<file path="src/rtl/dlpwm_pkg.sv">
// Constants, types and helper functions shared by the dual LED PWM block.
package dlpwm_pkg;

    // Clock and timing base.
    localparam int unsigned MCLK_HZ          = 200_000_000;
    localparam int unsigned TIMING_HZ        = 32_768;
    localparam int unsigned TICK_DIV_DEFAULT = MCLK_HZ / TIMING_HZ;
    localparam int unsigned TICK_CNT_W       = 16;

    // Register bus.
    localparam int unsigned ADDR_W = 4;
    localparam int unsigned DATA_W = 8;

    localparam logic [3:0] ADDR_CTRL     = 4'h0;
    localparam logic [3:0] ADDR_RED_CFG  = 4'h1;
    localparam logic [3:0] ADDR_RED_DUTY = 4'h2;
    localparam logic [3:0] ADDR_GRN_CFG  = 4'h3;
    localparam logic [3:0] ADDR_GRN_DUTY = 4'h4;
    localparam logic [3:0] ADDR_STATUS   = 4'h5;
    localparam logic [3:0] ADDR_RED_EFF  = 4'h6;
    localparam logic [3:0] ADDR_GRN_EFF  = 4'h7;

    // Field positions.
    localparam int unsigned CTRL_OVR_BIT    = 0;
    localparam int unsigned CTRL_RED_EN_BIT = 1;
    localparam int unsigned CTRL_GRN_EN_BIT = 2;
    localparam int unsigned CFG_LEVEL_LSB   = 0;
    localparam int unsigned CFG_REP_LSB     = 2;
    localparam int unsigned CFG_RAMP_BIT    = 4;
    localparam int unsigned STS_RED_BIT     = 0;
    localparam int unsigned STS_GRN_BIT     = 1;
    localparam int unsigned STS_HEAT_BIT    = 2;

    // Writable masks and reset values.
    localparam logic [7:0] CTRL_MASK  = 8'h07;
    localparam logic [7:0] CFG_MASK   = 8'h1f;
    localparam logic [7:0] DUTY_MASK  = 8'h3f;
    localparam logic [7:0] CTRL_RESET = 8'h00;
    localparam logic [7:0] CFG_RESET  = 8'h01;
    localparam logic [7:0] DUTY_RESET = 8'h00;

    typedef enum logic [1:0] {
        DLPWM_REP_256HZ,
        DLPWM_REP_8HZ,
        DLPWM_REP_1HZ,
        DLPWM_REP_HALF_HZ
    } dlpwm_rep_e;

    // Timing-clock ticks per PWM slot; 32 slots make one period.
    localparam logic [11:0] PRE_256HZ  = 12'h004;
    localparam logic [11:0] PRE_8HZ    = 12'h080;
    localparam logic [11:0] PRE_1HZ    = 12'h400;
    localparam logic [11:0] PRE_HALF   = 12'h800;
    localparam logic [4:0]  SLOT_LAST  = 5'h1f;
    localparam logic [5:0]  DUTY_FULL  = 6'h20;
    localparam logic [5:0]  DUTY_ZERO  = 6'h00;
    localparam int unsigned RAMP_HZ    = 64;
    localparam logic [9:0]  RAMP_TICKS = 10'(TIMING_HZ / RAMP_HZ);

    function automatic logic [5:0] dlpwm_duty_of(input logic [5:0] code);
        dlpwm_duty_of = code[5] ? DUTY_FULL : {1'b0, code[4:0]};
    endfunction

    function automatic logic [11:0] dlpwm_prescale(input dlpwm_rep_e rep);
        case (rep)
            DLPWM_REP_256HZ: dlpwm_prescale = PRE_256HZ;
            DLPWM_REP_8HZ:   dlpwm_prescale = PRE_8HZ;
            DLPWM_REP_1HZ:   dlpwm_prescale = PRE_1HZ;
            default:         dlpwm_prescale = PRE_HALF;
        endcase
    endfunction

endpackage

</file>
<file path="src/rtl/dlpwm_chan_if.sv">
// Interface joining the register front end to one LED channel.
`timescale 1ns/10ps
`default_nettype none
interface dlpwm_chan_if
    import dlpwm_pkg::*;
();
    logic       tick;
    logic       gate;
    dlpwm_rep_e rep;
    logic       ramp_en;
    logic [5:0] duty_code;
    logic       sink;
    logic [5:0] eff_duty;

    modport ctrl (output tick, output gate, output rep, output ramp_en, output duty_code,
                  input sink, input eff_duty);
    modport chan (input tick, input gate, input rep, input ramp_en, input duty_code,
                  output sink, output eff_duty);
endinterface
`default_nettype wire

</file>
<file path="src/rtl/dlpwm_channel.sv">
// One LED sink channel: slot timing, ramping and PWM compare.
`timescale 1ns/10ps
`default_nettype none
module dlpwm_channel
    import dlpwm_pkg::*;
(
    input  wire logic    mclk,
    input  wire logic    reset,
    dlpwm_chan_if.chan   ch
);
    logic [11:0] pre_reg,  pre_next;
    logic [4:0]  slot_reg, slot_next;
    logic [9:0]  ramp_reg, ramp_next;
    logic [5:0]  eff_reg,  eff_next;
    logic [5:0]  app_reg,  app_next;
    logic        sink_reg, sink_next;
    logic        slot_tick;
    logic        ramp_tick;
    logic        period_end;
    logic        ramp_active;
    logic [5:0]  target;

    always_comb begin
        slot_tick  = ch.tick && (pre_reg == dlpwm_prescale(ch.rep) - 12'h001);
        period_end = slot_tick && (slot_reg == SLOT_LAST);
        ramp_tick  = ch.tick && (ramp_reg == RAMP_TICKS - 10'h001);
        target     = dlpwm_duty_of(ch.duty_code);
        ramp_active = ch.ramp_en && (ch.rep == DLPWM_REP_256HZ);

        pre_next  = pre_reg;
        slot_next = slot_reg;
        ramp_next = ramp_reg;
        if (ch.tick) begin
            pre_next  = slot_tick ? 12'h000 : pre_reg + 12'h001;
            ramp_next = ramp_tick ? 10'h000 : ramp_reg + 10'h001;
        end
        // A rate change can leave the prescaler above the new limit; wrap it.
        if (pre_reg >= dlpwm_prescale(ch.rep)) begin
            pre_next = 12'h000;
        end
        if (slot_tick) begin
            slot_next = slot_reg + 5'h01;
        end

        eff_next = eff_reg;
        if (!ramp_active) begin
            eff_next = target;
        end else if (ramp_tick) begin
            if (eff_reg < target) begin
                eff_next = eff_reg + 6'h01;
            end else if (eff_reg > target) begin
                eff_next = eff_reg - 6'h01;
            end
        end

        app_next = period_end ? eff_reg : app_reg;

        sink_next = ch.gate && (app_reg != DUTY_ZERO) && (app_reg > {1'b0, slot_reg});
    end

    always_ff @(posedge mclk or posedge reset) begin
        if (reset) begin
            pre_reg  <= 12'h000;
            slot_reg <= 5'h00;
            ramp_reg <= 10'h000;
            eff_reg  <= 6'h00;
            app_reg  <= 6'h00;
            sink_reg <= 1'b0;
        end else begin
            pre_reg  <= pre_next;
            slot_reg <= slot_next;
            ramp_reg <= ramp_next;
            eff_reg  <= eff_next;
            app_reg  <= app_next;
            sink_reg <= sink_next;
        end
    end

    assign ch.sink     = sink_reg;
    assign ch.eff_duty = eff_reg;
endmodule
`default_nettype wire

</file>
<file path="src/rtl/dlpwm_top.sv">
// Top of the dual LED PWM, ramp and blink controller with its register port.
//
// Added by the designer: the plain strobed port and the register addresses.
`timescale 1ns/10ps
`default_nettype none
module dlpwm_top
    import dlpwm_pkg::*;
#(
    parameter int unsigned TICK_DIV = TICK_DIV_DEFAULT
) (
    input  wire logic              mclk,
    input  wire logic              reset,
    input  wire logic [ADDR_W-1:0] address,
    input  wire logic [DATA_W-1:0] wdata,
    input  wire logic              wr_strobe,
    input  wire logic              rd_strobe,
    output var  logic [DATA_W-1:0] rdata,
    input  wire logic              heat_gate,
    output var  logic              red_led_sink,
    output var  logic              green_led_sink,
    output var  logic [1:0]        red_led_current_level,
    output var  logic [1:0]        green_led_current_level
);
    logic [7:0]            ctrl_reg,     ctrl_next;
    logic [7:0]            red_cfg_reg,  red_cfg_next;
    logic [7:0]            red_duty_reg, red_duty_next;
    logic [7:0]            grn_cfg_reg,  grn_cfg_next;
    logic [7:0]            grn_duty_reg, grn_duty_next;
    logic [DATA_W-1:0]     rdata_reg,    rdata_next;
    logic [TICK_CNT_W-1:0] tick_cnt_reg, tick_cnt_next;
    logic                  tick_reg,     tick_next;
    logic                  heat_meta_reg;
    logic                  heat_sync_reg;
    logic                  heat_block;

    dlpwm_chan_if red_if ();
    dlpwm_chan_if grn_if ();

    // The heat pin is asynchronous; the first flop feeds only the second.
    always_ff @(posedge mclk or posedge reset) begin
        if (reset) begin
            heat_meta_reg <= 1'b0;
            heat_sync_reg <= 1'b0;
        end else begin
            heat_meta_reg <= heat_gate;
            heat_sync_reg <= heat_meta_reg;
        end
    end

    always_comb begin
        heat_block = heat_sync_reg;

        tick_next     = 1'b0;
        tick_cnt_next = tick_cnt_reg + 16'h0001;
        if (tick_cnt_reg == TICK_CNT_W'(TICK_DIV - 1)) begin
            tick_cnt_next = 16'h0000;
            tick_next     = 1'b1;
        end

        ctrl_next     = ctrl_reg;
        red_cfg_next  = red_cfg_reg;
        red_duty_next = red_duty_reg;
        grn_cfg_next  = grn_cfg_reg;
        grn_duty_next = grn_duty_reg;
        if (wr_strobe) begin
            case (address)
                ADDR_CTRL:     ctrl_next     = wdata & CTRL_MASK;
                ADDR_RED_CFG:  red_cfg_next  = wdata & CFG_MASK;
                ADDR_RED_DUTY: red_duty_next = wdata & DUTY_MASK;
                ADDR_GRN_CFG:  grn_cfg_next  = wdata & CFG_MASK;
                ADDR_GRN_DUTY: grn_duty_next = wdata & DUTY_MASK;
                default:       ctrl_next     = ctrl_reg;
            endcase
        end

        // Read data stand only in the cycle after the strobe; unmapped reads give zero.
        rdata_next = 8'h00;
        if (rd_strobe) begin
            case (address)
                ADDR_CTRL:     rdata_next = ctrl_reg;
                ADDR_RED_CFG:  rdata_next = red_cfg_reg;
                ADDR_RED_DUTY: rdata_next = red_duty_reg;
                ADDR_GRN_CFG:  rdata_next = grn_cfg_reg;
                ADDR_GRN_DUTY: rdata_next = grn_duty_reg;
                ADDR_STATUS: begin
                    rdata_next[STS_RED_BIT]  = red_if.sink;
                    rdata_next[STS_GRN_BIT]  = grn_if.sink;
                    rdata_next[STS_HEAT_BIT] = heat_sync_reg;
                end
                ADDR_RED_EFF:  rdata_next = {2'b00, red_if.eff_duty};
                ADDR_GRN_EFF:  rdata_next = {2'b00, grn_if.eff_duty};
                default:       rdata_next = 8'h00;
            endcase
        end
    end

    always_ff @(posedge mclk or posedge reset) begin
        if (reset) begin
            ctrl_reg     <= CTRL_RESET;
            red_cfg_reg  <= CFG_RESET;
            red_duty_reg <= DUTY_RESET;
            grn_cfg_reg  <= CFG_RESET;
            grn_duty_reg <= DUTY_RESET;
            rdata_reg    <= 8'h00;
            tick_cnt_reg <= 16'h0000;
            tick_reg     <= 1'b0;
        end else begin
            ctrl_reg     <= ctrl_next;
            red_cfg_reg  <= red_cfg_next;
            red_duty_reg <= red_duty_next;
            grn_cfg_reg  <= grn_cfg_next;
            grn_duty_reg <= grn_duty_next;
            rdata_reg    <= rdata_next;
            tick_cnt_reg <= tick_cnt_next;
            tick_reg     <= tick_next;
        end
    end

    assign red_if.gate = ctrl_reg[CTRL_RED_EN_BIT] && ctrl_reg[CTRL_OVR_BIT] && !heat_block;
    assign grn_if.gate = ctrl_reg[CTRL_GRN_EN_BIT] && ctrl_reg[CTRL_OVR_BIT] && !heat_block;
    assign red_if.tick = tick_reg;
    assign grn_if.tick = tick_reg;
    assign red_if.rep       = dlpwm_rep_e'(red_cfg_reg[CFG_REP_LSB +: 2]);
    assign grn_if.rep       = dlpwm_rep_e'(grn_cfg_reg[CFG_REP_LSB +: 2]);
    assign red_if.ramp_en   = red_cfg_reg[CFG_RAMP_BIT];
    assign grn_if.ramp_en   = grn_cfg_reg[CFG_RAMP_BIT];
    assign red_if.duty_code = red_duty_reg[5:0];
    assign grn_if.duty_code = grn_duty_reg[5:0];

    dlpwm_channel u_red (
        .mclk  (mclk),
        .reset (reset),
        .ch    (red_if)
    );

    dlpwm_channel u_grn (
        .mclk  (mclk),
        .reset (reset),
        .ch    (grn_if)
    );

    assign rdata          = rdata_reg;
    assign red_led_sink   = red_if.sink;
    assign green_led_sink = grn_if.sink;
    assign red_led_current_level   = red_cfg_reg[CFG_LEVEL_LSB +: 2];
    assign green_led_current_level = grn_cfg_reg[CFG_LEVEL_LSB +: 2];
endmodule
`default_nettype wire

</file>
<file path="config.mk">
export PLATFORM = sky130hd
export DESIGN_NAME = dlpwm_top
export DESIGN_NICKNAME = d
export VERILOG_FILES = /design/src/rtl/dlpwm_pkg.sv /design/src/rtl/dlpwm_chan_if.sv /design/src/rtl/dlpwm_channel.sv /design/src/rtl/dlpwm_top.sv
export SDC_FILE = /design/constraint.sdc
export NUM_CORES = 1
export LEC_CHECK = 0
export ABC_AREA = 1
export BUFFER_PORTS_ARGS = -buffer_cell sky130_fd_sc_hd__clkbuf_2
export CAP_MARGIN = 25
export CORE_ASPECT_RATIO = 1.75
export CORE_UTILIZATION = 46
export CTS_BUF_LIST = sky130_fd_sc_hd__clkbuf_4 sky130_fd_sc_hd__clkbuf_8
export CTS_CLUSTER_SIZE = 28
export DETAILED_ROUTE_END_ITERATION = 8
export GPL_TIMING_DRIVEN = 0
export HOLD_SLACK_MARGIN = 0.12
export PLACE_DENSITY = 0.7
export RECOVER_POWER = 25
export SLEW_MARGIN = 20
export SYNTH_ARGS = -nofsm -noshare
export SYNTH_HDL_FRONTEND = slang
export SYNTH_SLANG_ARGS = --single-unit
export TNS_END_PERCENT = 100
</file>
<file path="constraint.sdc">
create_clock -name mclk -period 4.4 [get_ports mclk]
set_clock_uncertainty 0.1 [all_clocks]
set_input_delay 0.88 -clock mclk [delete_from_list [all_inputs] [get_ports mclk]]
set_output_delay 0.88 -clock mclk [all_outputs]
set_load 0.02 [all_outputs]
</file>
==> flow_summary.json <==
{
  "violations": "max-capacitance violations, max-slew violations",
  "vdd_drop_max_uv": 198,
  "path_cells": "inv_1 > nand2_1 > ha_1 > nand2_1 > nor2_1 > nand2_1 > nand3_1 > ha_1 > a21oi_1 > nand2_1 > a21oi_1 > inv_1 > nand2_1 > nand2_1 > nand2_1 > nand2_1",
  "grt_use_total": 0.232,
  "pwr-share-comb": 0.328,
  "drtIter0Drc": 418,
  "cts_setup_buffers": 0,
  "core-area_sq_um": 18100,
  "hpwl_um": 16400,
  "tns_ns": 0,
  "layout_setup_ws_ns": 1.49,
  "cts_tree": "done",
  "dieArea_sq_um": 19000,
  "clock-sinks": 130,
  "nFillCells": 1791,
  "die_height_um": 182,
  "drc": 0,
  "vias": 7557,
  "netSwitchingPower_mw": 1.38,
  "finalNetCount": 1252,
  "post_route_cells_drive_above_1_share": 0.110,
  "syn-cell-area_sq_um": 8480,
  "maxSlewViolCount": 62,
  "synth.distinct_cells": 50,
  "start_kind": "flop",
  "worstMarginPinSlew_ns": 1.70,
  "maxCapViolations": 2,
  "pin_count": 31,
  "grt_first_pass_wirelength_um": 34900,
  "cts_htree_levels": 4,
  "regToRegEndpoint": "u_grn.ch.eff_duty[5]$_DFFE_PP0P_",
  "area_growth_pct": 10.3,
  "path_max_fanout": 8,
  "post_cts_resized": 0,
  "yosysSeqAreaShare": 0.384,
  "vias_per_cell": 5.29,
  "ys_async_sr_fraction": 1.00,
  "power_frac_clock": 0.288,
  "grt_pass1_vias": 7558,
  "max_stage_delay_ns": 0.44,
  "cp-end-kind": "flop",
  "critPathRequiredTime_ns": 4.63,
  "grt_max_degree": 32,
  "hold_start": "heat_meta_reg$_DFF_PP0_",
  "multiInputGateArea_sq_um": 4410,
  "dp_worst_setup_slack_ns": 1.49,
  "setup_viol": 0,
  "regToRegStartpoint": "grn_duty_reg[5]$_DFFE_PP0P_",
  "rows": 65,
  "grt_overflow": 0,
  "clk_latency_ns": 0.45,
  "hold_viol": 0,
  "diodes": 0,
  "postSynthCellCount": 1132,
  "power_density_nw_per_um2": 392,
  "hold_ws_ns": 0.279,
  "cp_slowest_cell": "ha_1",
  "synth_edf_count": 0,
  "p_leak_nw": 4.84,
  "cts_buffer_depth": 2,
  "start_util": 0.470,
  "numCtsBuffers": 17,
  "ys.warnings.count": 0,
  "portBuffers": 26,
  "dr.pass1.iters": 5,
  "worstPathArrival_ns": 3.13,
  "power.internal_mw": 2.28,
  "clock.fmax_mhz": 344,
  "largest_reg_flops": 16,
  "hold_class": "flop to flop",
  "cts-root-buf": "clkbuf_8",
  "rsz0062_at_grt": "false",
  "routed_wirelength_um": 20800,
  "critPathKind": "flop to flop",
  "r2r_cells": 16,
  "finalCritPeriodShare": 0.660,
  "status": "complete, but fails checks",
  "ant_nets": 0,
  "path_clk_slew_ns": 0.08,
  "slew-limit-headroom": -0.136,
  "dieWidth_um": 105,
  "crit_top_cell": "nand2_1",
  "place_congestion": 0.875,
  "whs_endpoint": "heat_block$_DFF_PP0_",
  "antenna_found_initial": 0,
  "p_seq_frac": 0.384,
  "wire_per_inst_um": 14.6,
  "reg2reg_setup_slack_ns": 1.49,
  "hold_buffers": 0,
  "final-seq-area_sq_um": 3260,
  "switching_share": 0.376,
  "ys.flop_type": "dfrtp_1",
  "min_path_cells": 0,
  "period_needed_ns": 2.91,
  "synth_area_per_cell_sq_um": 7.49,
  "ys_ff_latch": 130
}
## through the flow
| step | utilization | power [mW] | std cells | cell area [sq um] |
|---|---|---|---|---|
| global placement | 0.494 | 2.59 | 1393 | 8910 |
| finish | 0.518 | 3.66 | 1429 | 9350 |
| CTS | 0.521 | 3.69 | 1429 | 9410 |
| global route | 0.518 | 3.90 | 1429 | 9350 |
| detailed placement | 0.498 | 2.63 | 1397 | 9000 |
| floorplan | - | 2.32 | 1133 | 8490 |
## kinds of logic (layout without fill, tap and decap cells)
kind of cell / Yosys count / after routing / share of synthesized area
simple gates: 583 / 583 / 0.310
buf+inv: 199 / 261 / 0.0966
flops: 130 / 130 / 0.384
compound gates: 123 / 123 / 0.0850
fa+ha+maj: 53 / 53 / 0.0800
xor+xnor: 43 / 43 / 0.0444
other cells: 1 / 2 / 0.000442
## cells in the mapped netlist, types with 2 or more instances
cell type	instances	area [sq um]
nor3b_1	5	37.5
nand2_1	263	987
nor3_1	14	70.1
xnor2_1	3	26.3
inv_1	161	604
o21ai_1	4	20.0
a211oi_1	2	15.0
and3b_1	2	17.5
and3_1	3	18.8
nand2_2	15	93.8
buf_4	9	67.6
nor2_1	120	450
inv_2	7	26.3
o21bai_1	4	30.0
buf_1	4	15.0
a21o_1	4	30.0
nand3_2	2	20.0
buf_2	6	30.0
nor2_2	5	31.3
o211ai_1	2	15.0
o21ai_2	11	96.3
nor2_4	4	45.0
o21ai_0	49	245
o22ai_1	11	68.8
dfrtp_1	128	3200
clkbuf_1	6	22.5
nand3b_1	6	45.0
nor4_1	2	12.5
nand4_1	48	300
a21oi_1	29	145
ha_1	51	638
xor2_1	40	350
fa_1	2	40.0
a31oi_1	2	12.5
nand3_1	89	445
buf_6	4	45.0
dfstp_2	2	52.6
## power groups by stage
| stage | combinational, mW | clock [mW] | sequential, mW |
|---|---|---|---|
| 6_report | 1.20 | 1.06 | 1.41 |
| 2_1_floorplan | 0.930 | 0 | 1.39 |
| 4_1_cts | 1.21 | 1.08 | 1.40 |
| 3_5_place_dp | 1.20 | 0 | 1.43 |
| 5_1_grt | 1.36 | 1.12 | 1.42 |
| 3_3_place_gp | 1.16 | 0 | 1.43 |
## per-layer routing
layer	wire [um]	GRT usage	up-vias	part of all wire
li1	-	-	3759	-
met1	7920	0.239	3570	0.38
met2	11300	0.438	164	0.54
met3	618	0.0330	64	0.030
met4	1030	0.136	0	0.050
met5	0	0	-	0
## final cells by class
type                            count  area share
Multi-Input combinational cell    804       0.472
Clock buffer                       21      0.0302
Tap cell                          234      0.0313
Buffer                             30      0.0198
Sequential cell                   130       0.348
Inverter                          169      0.0680
Clock inverter                     11      0.0138
Timing Repair Buffer               30      0.0173
## worst max-delay path by stage
| stage | from | end | depth (start not counted) |
|---|---|---|---|
| after global placement | reset | u_red.pre_reg[6]$_DFFE_PP0P_ | 2 |
| final | grn_duty_reg[5]$_DFFE_PP0P_ | u_grn.ch.eff_duty[5]$_DFFE_PP0P_ | 16 |
| after CTS | grn_duty_reg[5]$_DFFE_PP0P_ | u_grn.ch.eff_duty[5]$_DFFE_PP0P_ | 16 |
| after detailed placement | grn_duty_reg[5]$_DFFE_PP0P_ | u_grn.ch.eff_duty[5]$_DFFE_PP0P_ | 16 |
| after global routing | reset | u_grn.pre_reg[7]$_DFFE_PP0P_ | 3 |
| after floorplan | reset | ctrl_reg[0]$_DFFE_PP0P_ | 1 |
## cells in the final DEF, fill, tap and decap left out, drive strengths merged, types with 3 or more instances in the layout
cell type	netlist	layout
nand2	279	279
inv	168	168
nor2	129	129
dfrtp	128	128
nand3	92	92
o21ai	64	64
clkbuf	7	57
ha	51	51
nand4	48	48
xor2	40	40
a21oi	29	29
buf	23	24
nor3	15	15
o22ai	11	11
nand3b	6	6
clkinvlp	0	6
nor3b	5	5
a21o	4	4
o21bai	4	4
clkinv	1	4
and3	3	3
xnor2	3	3
## worst max-delay path, delay by kind of cell, from the launching register on
family          cells  cell delay, ns
flops               1            0.41
simple gates       10            0.90
compound gates      2            0.37
buf+inv             2            0.25
fa+ha+maj           2            0.75
No activity file was read; power rests on OpenSTA's default activity.
